`src/meter_regs_pkg.sv`:
```
// Purpose: Shared constants for the metering register slice.
// Assumes: Register indices are word indices; byte address = 4 * index.
// Notes: Reset values and field widths live here only.
package meter_regs_pkg;
  // Bus geometry
  localparam int IDX_W = 16;
  localparam int DATA_W = 32;
  localparam int BE_W = 4;
  localparam int HALF_W = 16;
  localparam int RMS_W = 24;
  localparam int TRIM_W = 10;
  localparam int BYTE_W = 8;
  // Register indices
  localparam logic [15:0] IDX_B_FUND_CURRENT_RMS = 16'he539;
  localparam logic [15:0] IDX_B_FUND_VOLTAGE_RMS = 16'he53a;
  localparam logic [15:0] IDX_C_FUND_CURRENT_RMS = 16'he53b;
  localparam logic [15:0] IDX_C_FUND_VOLTAGE_RMS = 16'he53c;
  localparam logic [15:0] IDX_LAST_WORD_CAPTURE = 16'he5ff;
  localparam logic [15:0] IDX_PHASE_PEAK_STATUS = 16'he600;
  localparam logic [15:0] IDX_PHASE_DELAY_FIRST = 16'he601;
  localparam logic [15:0] IDX_PHASE_DELAY_SECOND = 16'he602;
  localparam logic [15:0] IDX_PHASE_DELAY_THIRD = 16'he603;
  localparam logic [15:0] IDX_PHASE_IDLE_STATUS = 16'he608;
  localparam logic [15:0] IDX_LINE_CYCLE_COUNT = 16'he60c;
  localparam logic [15:0] IDX_ZERO_CROSS_TIMEOUT = 16'he60d;
  localparam logic [15:0] IDX_COMPUTATION_SETUP = 16'he60e;
  localparam logic [15:0] IDX_PULSE_OUTPUT_SETUP = 16'he610;
  localparam logic [15:0] IDX_PULSE1_DIVISOR = 16'he611;
  localparam logic [15:0] IDX_PULSE2_DIVISOR = 16'he612;
  localparam logic [15:0] IDX_PULSE3_DIVISOR = 16'he613;
  localparam logic [15:0] IDX_PHASE_A_ANGLE_TRIM = 16'he614;
  localparam logic [15:0] IDX_PHASE_B_ANGLE_TRIM = 16'he615;
  localparam logic [15:0] IDX_PHASE_C_ANGLE_TRIM = 16'he616;
  localparam logic [15:0] IDX_POWER_SIGN_FLAGS = 16'he617;
  localparam logic [15:0] IDX_MAIN_SETUP = 16'he618;
  localparam logic [15:0] IDX_LAST_BYTE_CAPTURE = 16'he7fd;
  // Reset values
  localparam logic [15:0] RST_LINE_CYCLE_COUNT = 16'hffff;
  localparam logic [15:0] RST_ZERO_CROSS_TIMEOUT = 16'hffff;
  localparam logic [15:0] RST_COMPUTATION_SETUP = 16'h01ff;
  localparam logic [15:0] RST_PULSE_OUTPUT_SETUP = 16'h0e88;
  localparam logic [15:0] RST_PULSE_DIVISOR = 16'h0000;
  localparam logic [9:0] RST_ANGLE_TRIM = 10'h000;
  localparam logic [15:0] RST_MAIN_SETUP = 16'h0010;
  // Transfer size classes, used by the capture logic
  localparam logic [1:0] SZ_NONE = 2'h0;
  localparam logic [1:0] SZ_HALF = 2'h1;
  localparam logic [1:0] SZ_WORD = 2'h2;
  localparam logic [3:0] BE_ALL = 4'hf;
  localparam logic [3:0] BE_LOW = 4'h1;
  // Avalon response codes
  localparam logic [1:0] RESP_OKAY = 2'h0;
  localparam logic [1:0] RESP_DECODE_ERR = 2'h3;
endpackage : meter_regs_pkg

```
`src/reg_access_if.sv`:
```
// Purpose: Internal access path between bus front, registers and capture.
// Assumes: acc is a one-cycle strobe, all others are valid with it.
// Notes: rdata, hit and size are combinational from the register file.
`timescale 1ns/1ps
`default_nettype none
interface reg_access_if;
  logic acc;
  logic wr;
  logic [15:0] idx;
  logic [31:0] wdata;
  logic [3:0] be;
  logic [31:0] rdata;
  logic hit;
  logic [1:0] size;
  logic [31:0] word_cap;
  logic [7:0] byte_cap;
  modport front (output acc, wr, idx, wdata, be, input rdata, hit);
  modport regs (input acc, wr, idx, wdata, be, word_cap, byte_cap,
    output rdata, hit, size);
  modport cap (input acc, wr, wdata, rdata, be, size, output word_cap, byte_cap);
endinterface : reg_access_if
`default_nettype wire

```
`src/metering_dsp_register_slice.sv`:
```
// Purpose: Register slice of a polyphase metering DSP on Avalon-MM.
// Assumes: Measurement inputs are synchronous to i_clock.
// Notes: Byte address = 4 * register index; data in the low bits.
// How it works
// - Phase B and C fundamental rms read as 24 bits, zero padded to 32.
// - Word capture holds data of last good 32-bit transfer to an rms register.
// - Three 10-bit angle trims, read/write, reset zero, zero padded.
// - Line cycle count is 16-bit read/write, resets to all ones.
// - Computation setup is 16-bit read/write, resets to 0x01ff.
// - Pulse output setup is 16-bit read/write, resets to 0x0e88.
// - Power sign flags are read-only; writes have no effect.
// - Main setup is 16-bit read/write, resets to 0x0010.
// - Phase peak status is a 16-bit read-only word.
// - Three 16-bit read-only inter-phase delay registers.
// - Phase idle status is a 16-bit read-only word.
// - Byte capture holds data of last good 8-bit transfer.
`timescale 1ns/1ps
`default_nettype none
module metering_dsp_register_slice #(
  parameter int ADDR_W = 18
) (
  input wire logic i_clock, // 10 MHz clock
  input wire logic i_resetn, // Asynchronous reset, active low
  input wire logic [ADDR_W-1:0] i_address, // Avalon byte address
  input wire logic i_read, // Avalon read
  input wire logic i_write, // Avalon write
  input wire logic [31:0] i_writedata, // Avalon write data
  input wire logic [3:0] i_byteenable, // Avalon byte enables
  output logic [31:0] o_readdata, // Avalon read data
  output logic o_waitrequest, // Avalon wait request
  output logic [1:0] o_response, // Avalon read response
  input wire logic [23:0] i_b_fund_current_rms, // Phase B fund. I rms
  input wire logic [23:0] i_b_fund_voltage_rms, // Phase B fund. V rms
  input wire logic [23:0] i_c_fund_current_rms, // Phase C fund. I rms
  input wire logic [23:0] i_c_fund_voltage_rms, // Phase C fund. V rms
  input wire logic [15:0] i_phase_peak_status, // Peak phase flags
  input wire logic [15:0] i_phase_delay_first, // Delay 0
  input wire logic [15:0] i_phase_delay_second, // Delay 1
  input wire logic [15:0] i_phase_delay_third, // Delay 2
  input wire logic [15:0] i_phase_idle_status, // No-load flags
  input wire logic [15:0] i_power_sign_flags, // Power sign flags
  output logic [15:0] o_line_cycle_count, // Line cycle count
  output logic [15:0] o_zero_cross_timeout, // Zero-cross timeout
  output logic [15:0] o_computation_setup, // Computation mode
  output logic [15:0] o_pulse_output_setup, // Pulse output config
  output logic [15:0] o_pulse1_divisor, // Pulse 1 denominator
  output logic [15:0] o_pulse2_divisor, // Pulse 2 denominator
  output logic [15:0] o_pulse3_divisor, // Pulse 3 denominator
  output logic [9:0] o_phase_a_angle_trim, // Phase A calibration
  output logic [9:0] o_phase_b_angle_trim, // Phase B calibration
  output logic [9:0] o_phase_c_angle_trim, // Phase C calibration
  output logic [15:0] o_main_setup // Configuration word
);
  import meter_regs_pkg::*;

  // Decoded properties of one register index
  typedef struct packed {
    logic hit;
    logic rw;
    logic [1:0] size;
  } reg_info_t;

  // All software-writable state of the slice
  typedef struct packed {
    logic [15:0] line_cycle_count;
    logic [15:0] zero_cross_timeout;
    logic [15:0] computation_setup;
    logic [15:0] pulse_output_setup;
    logic [2:0][15:0] pulse_divisor;
    logic [2:0][9:0] angle_trim;
    logic [15:0] main_setup;
  } regs_t;

  localparam int N_PULSE = 3;

  logic [1:0] rst_sync_q;
  logic rst_n;
  regs_t q;
  regs_t d;
  reg_info_t info;
  logic [31:0] rdata;
  logic [15:0] wlow;

  reg_access_if acc ();

  ////////////////////////////////////////////////////////////////////////
  // Classify an index: mapped, writable, and transfer size class
  function automatic reg_info_t decode(input logic [15:0] idx);
    reg_info_t r;
    r = '{hit: 1'b1, rw: 1'b0, size: SZ_HALF};
    case (idx)
      IDX_B_FUND_CURRENT_RMS,
      IDX_B_FUND_VOLTAGE_RMS,
      IDX_C_FUND_CURRENT_RMS,
      IDX_C_FUND_VOLTAGE_RMS: r.size = SZ_WORD;
      IDX_LAST_WORD_CAPTURE,
      IDX_LAST_BYTE_CAPTURE: r.size = SZ_NONE; // Reading a capture keeps it
      IDX_PHASE_PEAK_STATUS,
      IDX_PHASE_DELAY_FIRST,
      IDX_PHASE_DELAY_SECOND,
      IDX_PHASE_DELAY_THIRD,
      IDX_PHASE_IDLE_STATUS,
      IDX_POWER_SIGN_FLAGS: r.rw = 1'b0;
      IDX_LINE_CYCLE_COUNT,
      IDX_ZERO_CROSS_TIMEOUT,
      IDX_COMPUTATION_SETUP,
      IDX_PULSE_OUTPUT_SETUP,
      IDX_PULSE1_DIVISOR,
      IDX_PULSE2_DIVISOR,
      IDX_PULSE3_DIVISOR,
      IDX_PHASE_A_ANGLE_TRIM,
      IDX_PHASE_B_ANGLE_TRIM,
      IDX_PHASE_C_ANGLE_TRIM,
      IDX_MAIN_SETUP: r.rw = 1'b1;
      default: r = '{hit: 1'b0, rw: 1'b0, size: SZ_NONE};
    endcase
    return r;
  endfunction : decode

  // Merge the two low byte lanes of a write into a 16-bit value
  function automatic logic [15:0] merge16(input logic [15:0] old,
                                          input logic [31:0] wd,
                                          input logic [3:0] be);
    logic [15:0] m;
    m = old;
    if (be[0])
      m[7:0] = wd[7:0];
    if (be[1])
      m[15:8] = wd[15:8];
    return m;
  endfunction : merge16

  ////////////////////////////////////////////////////////////////////////
  // Reset release through two flops; assertion stays asynchronous
  always_ff @(posedge i_clock or negedge i_resetn)
  begin
    if (!i_resetn)
      rst_sync_q <= 2'b00;
    else
      rst_sync_q <= {rst_sync_q[0], 1'b1};
  end

  assign rst_n = rst_sync_q[1];

  ////////////////////////////////////////////////////////////////////////
  // Bus front end and transfer capture
  avalon_front #(
    .ADDR_W(ADDR_W)
  ) u_front (
    .i_clock(i_clock),
    .i_rst_n(rst_n),
    .i_address(i_address),
    .i_read(i_read),
    .i_write(i_write),
    .i_writedata(i_writedata),
    .i_byteenable(i_byteenable),
    .o_readdata(o_readdata),
    .o_waitrequest(o_waitrequest),
    .o_response(o_response),
    .acc(acc.front)
  );

  xfer_capture u_capture (
    .i_clock(i_clock),
    .i_rst_n(rst_n),
    .acc(acc.cap)
  );

  ////////////////////////////////////////////////////////////////////////
  // Decode feeds the answer code and the capture size class
  assign info = decode(acc.idx);
  assign acc.hit = info.hit;
  assign acc.size = info.size;

  // Read multiplexer; narrow values sit low with zeros above
  always_comb
  begin
    rdata = 32'h0000_0000;
    case (acc.idx)
      IDX_B_FUND_CURRENT_RMS: rdata = {8'h00, i_b_fund_current_rms};
      IDX_B_FUND_VOLTAGE_RMS: rdata = {8'h00, i_b_fund_voltage_rms};
      IDX_C_FUND_CURRENT_RMS: rdata = {8'h00, i_c_fund_current_rms};
      IDX_C_FUND_VOLTAGE_RMS: rdata = {8'h00, i_c_fund_voltage_rms};
      IDX_LAST_WORD_CAPTURE: rdata = acc.word_cap;
      IDX_LAST_BYTE_CAPTURE: rdata = {24'h000000, acc.byte_cap};
      IDX_PHASE_PEAK_STATUS: rdata = {16'h0000, i_phase_peak_status};
      IDX_PHASE_DELAY_FIRST: rdata = {16'h0000, i_phase_delay_first};
      IDX_PHASE_DELAY_SECOND: rdata = {16'h0000, i_phase_delay_second};
      IDX_PHASE_DELAY_THIRD: rdata = {16'h0000, i_phase_delay_third};
      IDX_PHASE_IDLE_STATUS: rdata = {16'h0000, i_phase_idle_status};
      IDX_LINE_CYCLE_COUNT: rdata = {16'h0000, q.line_cycle_count};
      IDX_ZERO_CROSS_TIMEOUT: rdata = {16'h0000, q.zero_cross_timeout};
      IDX_COMPUTATION_SETUP: rdata = {16'h0000, q.computation_setup};
      IDX_PULSE_OUTPUT_SETUP: rdata = {16'h0000, q.pulse_output_setup};
      IDX_PULSE1_DIVISOR: rdata = {16'h0000, q.pulse_divisor[0]};
      IDX_PULSE2_DIVISOR: rdata = {16'h0000, q.pulse_divisor[1]};
      IDX_PULSE3_DIVISOR: rdata = {16'h0000, q.pulse_divisor[2]};
      IDX_PHASE_A_ANGLE_TRIM: rdata = {22'h000000, q.angle_trim[0]};
      IDX_PHASE_B_ANGLE_TRIM: rdata = {22'h000000, q.angle_trim[1]};
      IDX_PHASE_C_ANGLE_TRIM: rdata = {22'h000000, q.angle_trim[2]};
      IDX_POWER_SIGN_FLAGS: rdata = {16'h0000, i_power_sign_flags};
      IDX_MAIN_SETUP: rdata = {16'h0000, q.main_setup};
      default: rdata = 32'h0000_0000;
    endcase
  end

  assign acc.rdata = rdata;

  ////////////////////////////////////////////////////////////////////////
  // Write path. Only writable indices change state, so writes to
  // read-only or unassigned addresses fall through harmlessly.
  always_comb
  begin
    d = q;
    wlow = 16'h0000;
    if (acc.acc && acc.wr && info.rw)
    begin
      case (acc.idx)
        IDX_LINE_CYCLE_COUNT:
          d.line_cycle_count = merge16(q.line_cycle_count, acc.wdata, acc.be);
        IDX_ZERO_CROSS_TIMEOUT:
          d.zero_cross_timeout = merge16(q.zero_cross_timeout, acc.wdata, acc.be);
        IDX_COMPUTATION_SETUP:
          d.computation_setup = merge16(q.computation_setup, acc.wdata, acc.be);
        IDX_PULSE_OUTPUT_SETUP:
          d.pulse_output_setup = merge16(q.pulse_output_setup, acc.wdata, acc.be);
        IDX_PULSE1_DIVISOR:
          d.pulse_divisor[0] = merge16(q.pulse_divisor[0], acc.wdata, acc.be);
        IDX_PULSE2_DIVISOR:
          d.pulse_divisor[1] = merge16(q.pulse_divisor[1], acc.wdata, acc.be);
        IDX_PULSE3_DIVISOR:
          d.pulse_divisor[2] = merge16(q.pulse_divisor[2], acc.wdata, acc.be);
        IDX_PHASE_A_ANGLE_TRIM:
        begin
          wlow = merge16({6'h00, q.angle_trim[0]}, acc.wdata, acc.be);
          d.angle_trim[0] = wlow[TRIM_W-1:0];
        end
        IDX_PHASE_B_ANGLE_TRIM:
        begin
          wlow = merge16({6'h00, q.angle_trim[1]}, acc.wdata, acc.be);
          d.angle_trim[1] = wlow[TRIM_W-1:0];
        end
        IDX_PHASE_C_ANGLE_TRIM:
        begin
          wlow = merge16({6'h00, q.angle_trim[2]}, acc.wdata, acc.be);
          d.angle_trim[2] = wlow[TRIM_W-1:0];
        end
        IDX_MAIN_SETUP:
          d.main_setup = merge16(q.main_setup, acc.wdata, acc.be);
        default: d = q;
      endcase
    end
  end

  ////////////////////////////////////////////////////////////////////////
  // Register bank with documented reset values
  always_ff @(posedge i_clock or negedge rst_n)
  begin
    if (!rst_n)
    begin
      q.line_cycle_count <= RST_LINE_CYCLE_COUNT;
      q.zero_cross_timeout <= RST_ZERO_CROSS_TIMEOUT;
      q.computation_setup <= RST_COMPUTATION_SETUP;
      q.pulse_output_setup <= RST_PULSE_OUTPUT_SETUP;
      q.pulse_divisor <= {N_PULSE{RST_PULSE_DIVISOR}};
      q.angle_trim <= {N_PULSE{RST_ANGLE_TRIM}};
      q.main_setup <= RST_MAIN_SETUP;
    end
    else
      q <= d;
  end

  ////////////////////////////////////////////////////////////////////////
  // Setup words drive the measurement engine straight from flops
  assign o_line_cycle_count = q.line_cycle_count;
  assign o_zero_cross_timeout = q.zero_cross_timeout;
  assign o_computation_setup = q.computation_setup;
  assign o_pulse_output_setup = q.pulse_output_setup;
  assign o_pulse1_divisor = q.pulse_divisor[0];
  assign o_pulse2_divisor = q.pulse_divisor[1];
  assign o_pulse3_divisor = q.pulse_divisor[2];
  assign o_phase_a_angle_trim = q.angle_trim[0];
  assign o_phase_b_angle_trim = q.angle_trim[1];
  assign o_phase_c_angle_trim = q.angle_trim[2];
  assign o_main_setup = q.main_setup;
endmodule : metering_dsp_register_slice
`default_nettype wire

```
`src/avalon_front.sv`:
```
// Purpose: Avalon-MM slave front end with one wait state.
// Assumes: Master holds the request until it sees waitrequest low.
// Notes: Access strobe fires in the first cycle; answer one cycle later.
`timescale 1ns/1ps
`default_nettype none
module avalon_front #(
  parameter int ADDR_W = 18
) (
  input wire logic i_clock, // System clock
  input wire logic i_rst_n, // Synchronised reset, active low
  input wire logic [ADDR_W-1:0] i_address, // Byte address
  input wire logic i_read, // Read request
  input wire logic i_write, // Write request
  input wire logic [31:0] i_writedata, // Write data
  input wire logic [3:0] i_byteenable, // Byte lanes
  output logic [31:0] o_readdata, // Read data
  output logic o_waitrequest, // Stall
  output logic [1:0] o_response, // Read response code
  reg_access_if.front acc // Internal access path
);
  import meter_regs_pkg::*;

  typedef enum logic [1:0] {ST_IDLE = 2'b01, ST_ACK = 2'b10} front_state_t;
  typedef struct packed {
    front_state_t st;
    logic [31:0] rdata;
    logic [1:0] resp;
  } front_t;

  front_t q;
  front_t d;

  // Index must fill the word address exactly
  if (ADDR_W != IDX_W + 2)
  begin : g_chk
    $error("avalon_front: ADDR_W must equal IDX_W + 2");
  end

  ////////////////////////////////////////////////////////////////////////
  // Strobe only in idle, so a held request is taken exactly once
  assign acc.acc = (q.st == ST_IDLE) && (i_read || i_write);
  assign acc.wr = i_write;
  assign acc.idx = i_address[ADDR_W-1:2];
  assign acc.wdata = i_writedata;
  assign acc.be = i_byteenable;

  // Next state and captured answer
  always_comb
  begin
    d = q;
    case (q.st)
      ST_IDLE:
      begin
        if (i_read || i_write)
        begin
          d.st = ST_ACK;
          d.rdata = i_write ? 32'h0000_0000 : acc.rdata;
          d.resp = acc.hit ? RESP_OKAY : RESP_DECODE_ERR;
        end
      end
      ST_ACK: d.st = ST_IDLE;
      default: d.st = ST_IDLE;
    endcase
  end

  // State register
  always_ff @(posedge i_clock or negedge i_rst_n)
  begin
    if (!i_rst_n)
      q <= '{st: ST_IDLE, rdata: 32'h0000_0000, resp: RESP_OKAY};
    else
      q <= d;
  end

  assign o_waitrequest = (q.st != ST_ACK);
  assign o_readdata = q.rdata;
  assign o_response = q.resp;
endmodule : avalon_front
`default_nettype wire

```
`src/xfer_capture.sv`:
```
// Purpose: Holds the data of the last successful word and byte transfers.
// Assumes: size is SZ_NONE for unmapped and capture registers.
// Notes: A byte transfer is a mapped access with only lane 0 enabled.
`timescale 1ns/1ps
`default_nettype none
module xfer_capture (
  input wire logic i_clock, // System clock
  input wire logic i_rst_n, // Synchronised reset, active low
  reg_access_if.cap acc // Internal access path
);
  import meter_regs_pkg::*;

  typedef struct packed {
    logic [31:0] word;
    logic [7:0] bytev;
  } cap_t;

  cap_t q;
  cap_t d;
  logic [31:0] data;

  ////////////////////////////////////////////////////////////////////////
  // Data of a transfer is what actually crossed the bus
  assign data = acc.wr ? acc.wdata : acc.rdata;

  // Only complete, mapped transfers update; errors leave captures alone
  always_comb
  begin
    d = q;
    if (acc.acc && acc.size == SZ_WORD && acc.be == BE_ALL)
      d.word = data;
    if (acc.acc && acc.size != SZ_NONE && acc.be == BE_LOW)
      d.bytev = data[7:0];
  end

  // Capture registers
  always_ff @(posedge i_clock or negedge i_rst_n)
  begin
    if (!i_rst_n)
      q <= '{word: 32'h0000_0000, bytev: 8'h00};
    else
      q <= d;
  end

  assign acc.word_cap = q.word;
  assign acc.byte_cap = q.bytev;
endmodule : xfer_capture
`default_nettype wire

```
`config.mk`:
```
export PLATFORM = sky130hd
export DESIGN_NAME = metering_dsp_register_slice
export DESIGN_NICKNAME = d
export VERILOG_FILES = /design/src/meter_regs_pkg.sv /design/src/reg_access_if.sv /design/src/metering_dsp_register_slice.sv /design/src/avalon_front.sv /design/src/xfer_capture.sv
export SDC_FILE = /design/constraint.sdc
export NUM_CORES = 1
export LEC_CHECK = 0
export BUFFER_PORTS_ARGS = -buffer_cell sky130_fd_sc_hd__buf_2
export CAP_MARGIN = 20
export CORE_MARGIN = 2
export CORE_UTILIZATION = 39
export DETAILED_ROUTE_END_ITERATION = 10
export PLACE_DENSITY = 0.63
export SYNTH_ARGS = -nofsm -noshare
export SYNTH_HDL_FRONTEND = slang
export SYNTH_SLANG_ARGS = --single-unit
```
`constraint.sdc`:
```
create_clock -name i_clock -period 22 [get_ports i_clock]
set_clock_uncertainty 0.15 [all_clocks]
set_input_delay 5.5 -clock i_clock [delete_from_list [all_inputs] [get_ports i_clock]]
set_output_delay 5.5 -clock i_clock [all_outputs]
set_load 0.03 [all_outputs]
```
# Word level (Yosys, flattened, before mapping)
# Index checks and enable logic that the tools add are counted.
word_totals:
  register_bits: 236
  input_bits: 250
  output_inout_bits: 193
  wordCells: 102
classes:
  eq_ne: 29
  mux: 9
  n_reduce_logical: 36
op_table:
  columns: ["operator", "count"]
  rows:
  - ["one-hot mux 32 bit (23 select lines)", 1]
  - ["equality test 16 bit (second input constant)", 23]
  - ["AND reduction 3 bit", 22]
  - ["2-to-1 mux 32 bit", 2]
  - ["2-to-1 mux 36 bit", 1]
  - ["OR reduction 23 bit", 1]
  - ["OR reduction 17 bit", 1]
  - ["OR reduction 11 bit", 1]
  - ["logical AND 1 bit", 7]
  - ["equality test 4 x 1 -> 1 bit (second input constant)", 1]
  - ["equality test 4 bit (second input constant)", 1]
  - ["2-to-1 mux 2 bit", 2]
  - ["!= test 2 bit (second input constant)", 2]
  - ["one-hot mux 2 bit (2 select lines)", 1]
  - ["OR reduction 4 bit", 1]
  - ["equality test 2 x 1 -> 1 bit (second input constant)", 1]
  - ["equality test 2 bit (second input constant)", 1]
  - ["2-to-1 mux 1 bit", 2]
  - ["AND reduction 2 bit", 1]
  - ["nonzero test 2 bit", 1]
  - ["logical OR 1 bit", 1]

# Logic depth before layout (Yosys ltp)
# Gate-level depths: netlist of the first run.
depth:
  depth_word: 6
  mapped_depth: 11
  ltp_nobuf: 7

# By module
# From an unflattened synthesis of the first run, not the netlist that was laid out.
hier_totals:
  hier_cells: 1117
  area_unflattened_um2: 13146.4
modules_own_cells:
  columns: ["module", "instances", "cells_per_inst", "area_each_um2", "seq_area_each_um2"]
  rows:
  - ["metering_dsp_register_slice", 1, 753, 9128.8, 4062.6]
  - ["avalon_front", 1, 240, 2109.5, 877.1]
  - ["xfer_capture", 1, 124, 1908.1, 1001.0]

# Least setup slack after synthesis of the first run
# OpenSTA, ideal clock, no wires.
synth_path:
  path_type: "in2reg"
  start: "input i_address[9]"
  end: "register q, in the netlist o_main_setup[10]"
  setup_time_ns: 0.125
  arrival_ns: 7.524
  t_required_ns: 21.725
  slack_ns: 14.201
  path_stages: 7
  path_buffers: 3
  cell_sequence: "or4b_1 -> buf_4 -> nor4_4 -> buf_2 -> and2_1 -> buf_4 -> mux2_2"
synth_via:
  elab_chain_cells: 5
  elab_cells_between_ends: 15
  classes_between: "eq/ne: 11; mux: 1; reduce/logical: 3"
synth_lines:
  columns: ["item", "line", "rtl"]
  rows:
  - ["start, declared", "metering_dsp_register_slice.sv:24", "input wire logic [ADDR_W-1:0] i_address,"]
  - ["equality test 16 bit, on equally long branches", null, null]
  - ["OR reduction 11 bit", "metering_dsp_register_slice.sv:91", "case (idx)"]
  - ["2-to-1 mux 1 bit", "metering_dsp_register_slice.sv:91", null]
  - ["logical AND 1 bit", "metering_dsp_register_slice.sv:216", "if (acc.acc && acc.wr && info.rw)"]
  - ["AND reduction 3 bit (no line) *", null, null]
  - ["end, declared", "metering_dsp_register_slice.sv:78", "regs_t q;"]
# Mark *: on every way between the ends. The rest lies on a longest branch, timed or not.
# A chain may end at the register's enable or synchronous reset.

# Worst setup path after layout of the first run
layout_path:
  start: "input i_address[4]"
  end: "register u_capture.q, in the netlist u_capture.acc.word_cap[12]"
layout_via:
  elab_chain_cells: 6
  elab_cells_between_ends: 31
  classes_between: "eq/ne: 24; mux: 3; reduce/logical: 4"
layout_lines:
  columns: ["item", "line", "rtl"]
  rows:
  - ["equality test 16 bit, on equally long branches", null, null]
  - ["OR reduction 17 bit (no line) / OR reduction 4 bit (equally long branches)", null, null]
  - ["one-hot mux 2 bit (2 select lines)", "metering_dsp_register_slice.sv:91", null]
  - ["equality test 2 bit", "xfer_capture.sv:30", "if (acc.acc && acc.size == SZ_WORD && acc.be == BE_ALL)"]
  - ["logical AND 1 bit (2 in series)", "xfer_capture.sv:30", null]
  - ["end signal, assigned", "xfer_capture.sv:40", "q <= '{word: 32'h0000_0000, bytev: 8'h00};"]
  - ["end, declared", "xfer_capture.sv:18", "cap_t q;"]
# Parallel ways exist; a longest one is shown, timed or not.

==> flow_metrics.tcl, run 1 <==
set metrics [dict create \
    cp-end-kind "flop" \
    power.leakage_nw 7.92 \
    synth.most_common_cell "dfrtp_1" \
    cts_buffers 27 \
    worst_slack_ns 13.32 \
    netlist-cell-type-count 75 \
    cts_hold_buffers 0 \
    yosysTopAreaCell "dfrtp_1" \
    routed_via_density 6.25 \
    clock-sinks 235 \
    yosys_warnings 0 \
    cts-root-buf "clkbuf_16" \
    antenna_found_initial 14 \
    p_sw_mw 0.259 \
    finalSetupTns_ns 0 \
    ys_ff_latch 235 \
    critPathKind "in2reg" \
    p_per_area_mw_per_mm2 61.5 \
    synth_area_leaders "dfrtp_1, mux2_2, dfstp_2, nand2_1, a22oi_1" \
    syn-cell-area_sq_mm 0.0126 \
    switching_share 0.264 \
    wl_per_cell_um 29.2 \
    postCtsSetupBuffers 0 \
    synth_common_cells "dfrtp_1, mux2_2, nand2_1" \
    grt_max_degree 144 \
    syn_inst 1171 \
    maxCapViolCount 0 \
    sequentialPowerShare 0.448 \
    pwr-share-comb 0.101 \
    cts_resized 0 \
    finalMaxSlewViolations 0 \
    relSlewSlack 0.232 \
    hold_violations 0 \
    grt_use_total 0.336 \
    hp-class "reg2async" \
    critPathLaunchType "primary input" \
    synth_nets 1421 \
    clk_path_buf_depth 3 \
    period_needed_ns 8.68 \
    row_count 65 \
    clk_pin_slew_ns 0.06 \
    gr-total-overflow 0 \
    setup_viol 0 \
    finalNetCount 1816 \
    core_region_area_sq_mm 0.0316 \
    cts_tree "done" \
    rsz0062_at_grt "no" \
    slowest_stage "or4b_1" \
    dieArea_sq_mm 0.0337 \
    status "complete, no violations" \
    tightest_slew_ns 1.15 \
    finalCritPeriodShare 0.394 \
    clockPowerShare 0.452 \
    post_dp_cell_area_sq_mm 0.0151 \
    synth_edf_count 0 \
    wl_um 58400 \
    dpl.hpwl_um 42700 \
    place.gp.congestion 0.960 \
    dp_slack_ns 12.55 \
    cp_top_family "simple AND/OR/NAND/NOR gates" \
    reg2reg_depth 5 \
    grt_pass1_wl_um 82700 \
    crit_fanout 26 \
    ios 443 \
    synthArstFlopShare 1.00 \
    synth_top_area_frac 0.372 \
    max_stage_delay_ns 0.90 \
    drive_gt1_frac 0.497 \
    die_w_um 184 \
    cp.arrival_ns 8.91 \
    drcViolationCount 0 \
    final_antenna_net_count 0 \
    start_util 0.398 \
    portBuffers 440 \
    firstDrtPassIters 6 \
    design_area_sq_mm 0.0160 \
    fmax_mhz 115 \
    vdd_drop_max_mv 0.0509 \
    ys.flop_type "dfrtp_1" \
    intPower_mw 0.723 \
    grt_pass1_vias 12300 \
    first_iter_violations 1447 \
    area_growth_pct 26.9 \
    insertion_delay_ns 0.56 \
    path_cells "buf_2 > or4b_1 > nor4_2 > buf_4 > a22o_1 > a221oi_1 > nand4_1 > a211oi_1 > o21ai_0" \
    cp.buffers_inverters 2 \
    vias 12500 \
    die_h_um 184 \
    post_synth.cell_area_avg_sq_um 10.7 \
    htree_levels 1 \
    synth-seq-area-share 0.472 \
    required_ns 22.24 \
    cp.depth 9 \
]
[cell usage in the layout (no fill, tap or decap), types with 10 or more instances in the layout]
cell type  instances
a222oi_1          21
a21oi_1           41
dfrtp_1          186
nor2_2            12
nand4_1           24
a22o_1            21
mux2_2           171
diode_2           10
nand2_1          133
a32oi_1           15
buf_2            440
a221oi_1          20
o21ai_1           23
a22oi_1           65
o21ai_0           21
nand3_1           39
nor2_1            47
buf_4             35
nor4_1            10
nor3_1            13
dfstp_2           48
nor4_2            16
clkbuf_16         27
[power groups by stage]
stage	Sequential [mW]	Combinational, mW	Clock, mW
6_report	0.440	0.0988	0.444
4_1_cts	0.440	0.0981	0.448
5_1_grt	0.440	0.105	0.469
2_1_floorplan	0.451	0.0448	0
3_5_place_dp	0.447	0.0978	0
3_3_place_gp	0.447	0.0972	0
[cells by family (layout without fill, tap and decap cells)]
group | after synthesis | after routing | synth area share
xor gates and xnor gates | 1 | 1 | 0.000696
AOI/OAI and AO/OA | 280 | 280 | 0.165
buffers and inverters | 121 | 536 | 0.0513
muxes | 174 | 174 | 0.155
DFF | 235 | 235 | 0.472
other | 1 | 11 | 0.000298
and+or+nand+nor | 359 | 359 | 0.156
[layout make-up]
cell class / count / area (sq um)
clock inverters: 7 / 66.3
clock buffers: 42 / 792
repair buffers: 477 / 2490
fillers: 2994 / 15700
multi-input cells: 815 / 6110
flip-flops and latches: 235 / 5940
diodes: 10 / 25.0
inverters: 10 / 37.5
well taps: 402 / 503
[routing by layer]
metal	GRT usage	vias to the layer above	wire length, um
li1	-	5255	-
met1	0.434	6186	22600
met2	0.523	860	26000
met3	0.102	169	6840
met4	0.145	8	2810
met5	0	-	47
[worst paths after layout]
| kind | startpoint | to | slack (ns) |
|---|---|---|---|
| worst max-delay path | i_address[4] | u_capture.acc.word_cap[12] | 13.32 |
| worst min-delay path | rst_sync_q[1] | o_phase_b_angle_trim[8] | 0.14 |
| worst max register to register | u_front.q[34] | o_phase_c_angle_trim[6] | 19.08 |
| worst min register to register | rst_sync_q[1] | o_phase_b_angle_trim[8] | 0.14 |
| max in group asynchronous | i_resetn | rst_sync_q[1] | 17.03 |
| min in group i_clock | rst_sync_q[0] | rst_sync_q[1] | 0.21 |
[through the flow]
stage                     hold WS, ns  utilization  cells  power, mW
final                           0.136        0.505   1998      0.982
after global routing            0.180        0.504   1995       1.01
after CTS                       0.151        0.504   1987      0.986
after detailed placement        0.144        0.477   1938      0.545
after global placement          0.143        0.477   1938      0.544
after floorplan                 0.181            -   1171      0.496
Power figures use the tool's default switching activity.
==> run 2, diff against run 1 <==
Clock period 22 ns to 8.5 ns, I/O delays scaled along.
==> flow_metrics.tcl, run 2 (synthesized netlist as in run 1, its figures left out) <==
set metrics [dict create \
    pwr-share-comb 0.094 \
    dpl.hpwl_um 42700 \
    min_path_cells 0 \
    cp.arrival_ns 5.76 \
    fmax_mhz 184 \
    cp-end-kind "flop" \
    wl_met3_um 6680 \
    ios 443 \
    area_growth_pct 27.6 \
    vias 12700 \
    die_w_um 184 \
    relSlewSlack 0.240 \
    hp-class "reg2reg" \
    first_iter_violations 1308 \
    grt_use_total 0.337 \
    grt_pass1_wl_um 83200 \
    antenna_found_initial 8 \
    period_needed_ns 5.43 \
    drcViolationCount 0 \
    portBuffers 440 \
    cts_resized 0 \
    routed_via_density 6.34 \
    hold_violations 0 \
    cts_buffers 27 \
    crit_fanout 19 \
    finalSetupTns_ns 0 \
    grt_max_degree 70 \
    grt_pass1_vias 12200 \
    status "complete, no violations" \
    die_h_um 184 \
    power.leakage_nw 7.99 \
    layout_common_cells "buf_2, dfrtp_1, mux2_2" \
    maxCapViolCount 0 \
    row_count 65 \
    rsz0062_at_grt "no" \
    wl_um 58400 \
    sequentialPowerShare 0.426 \
    switching_share 0.255 \
    finalNetCount 1817 \
    fin_total_pwr_mw 2.68 \
    clock-sinks 235 \
    postCtsSetupBuffers 0 \
    htree_levels 1 \
    top_layer_used "met5" \
    post_dp_cell_area_sq_mm 0.0151 \
    holdWs_ns 0.199 \
    setup_viol 0 \
    clk_pin_slew_ns 0.07 \
    reg2reg_depth 5 \
    clk_path_buf_depth 3 \
    p_sw_mw 0.681 \
    fillers 2962 \
    cts-root-buf "clkbuf_16" \
    vdd_drop_max_mv 0.147 \
    final_antenna_net_count 0 \
    cts_hold_buffers 0 \
    firstDrtPassIters 6 \
    dieArea_sq_mm 0.0337 \
    intPower_mw 2.00 \
    core_region_area_sq_mm 0.0316 \
    design_area_sq_mm 0.0161 \
    final_common_cell "buf_2" \
    critPathKind "in2reg" \
    wl_per_cell_um 29.3 \
    p_per_area_mw_per_mm2 167 \
    gr-total-overflow 0 \
    required_ns 8.83 \
    wl_met1_um 23100 \
    drive_gt1_frac 0.501 \
    tightest_slew_ns 1.14 \
    cts_tree "done" \
    critPathLaunchType "primary input" \
    place.gp.congestion 0.956 \
    clockPowerShare 0.480 \
    finalCritPeriodShare 0.639 \
    met2WireLength_um 25500 \
    insertion_delay_ns 0.56 \
    finalMaxSlewViolations 0 \
    start_util 0.398 \
]
## run 2: through the flow
step                utilization  std cells  worst slack [ns]
detailed placement        0.476       1939              2.53
finish                    0.508       1994              3.07
floorplan                     -       1171              1.40
global route              0.508       1992              2.98
global placement          0.476       1939              2.58
CTS                       0.507       1989              3.09
## run 2: power groups by stage
stage / Sequential [mW] / Combinational [mW] / Clock, mW
finish: 1.14 / 0.252 / 1.29
global route: 1.14 / 0.269 / 1.34
CTS: 1.14 / 0.249 / 1.30
detailed placement: 1.16 / 0.249 / 0
global placement: 1.16 / 0.247 / 0
floorplan: 1.17 / 0.116 / 0
## run 2: worst paths after layout
check                              startpoint                       to  slack [ns]
worst max-delay path            i_address[14]    u_front.o_readdata[3]        3.07
worst max register to register  u_front.q[34]  o_phase_c_angle_trim[0]        5.61
min in group asynchronous       rst_sync_q[1]     o_pulse3_divisor[10]        0.31
worst min register to register  rst_sync_q[0]            rst_sync_q[1]        0.20
max in group asynchronous       rst_sync_q[1]    u_front.o_readdata[5]        5.96
worst min-delay path            rst_sync_q[0]            rst_sync_q[1]        0.20
## run 2: cell type report
type | instances | area, sq um | share of cell area
inverter | 10 | 37.5 | 0.00234
timing repair buffer | 478 | 2480 | 0.155
clock inverter | 16 | 241 | 0.0150
multi-input combinational | 815 | 6110 | 0.380
tap | 402 | 503 | 0.0313
antenna | 4 | 10.0 | 0.000623
sequential | 235 | 5940 | 0.370
clock buffer | 34 | 732 | 0.0456
## run 2: worst max-delay path, cell delays in order
cell and delay, ns:
buf_2 0.09, nand4bb_2 0.76, nor2_1 0.62, buf_4 0.26, o311ai_0 0.35, a31oi_4 0.84, a21boi_2 0.46, mux2_2 0.22
## run 2: layer usage
layer	vias to the layer above	GRT usage
li1	5250	-
met1	6273	0.447
met2	914	0.519
met3	208	0.0903
met4	6	0.142
met5	-	0
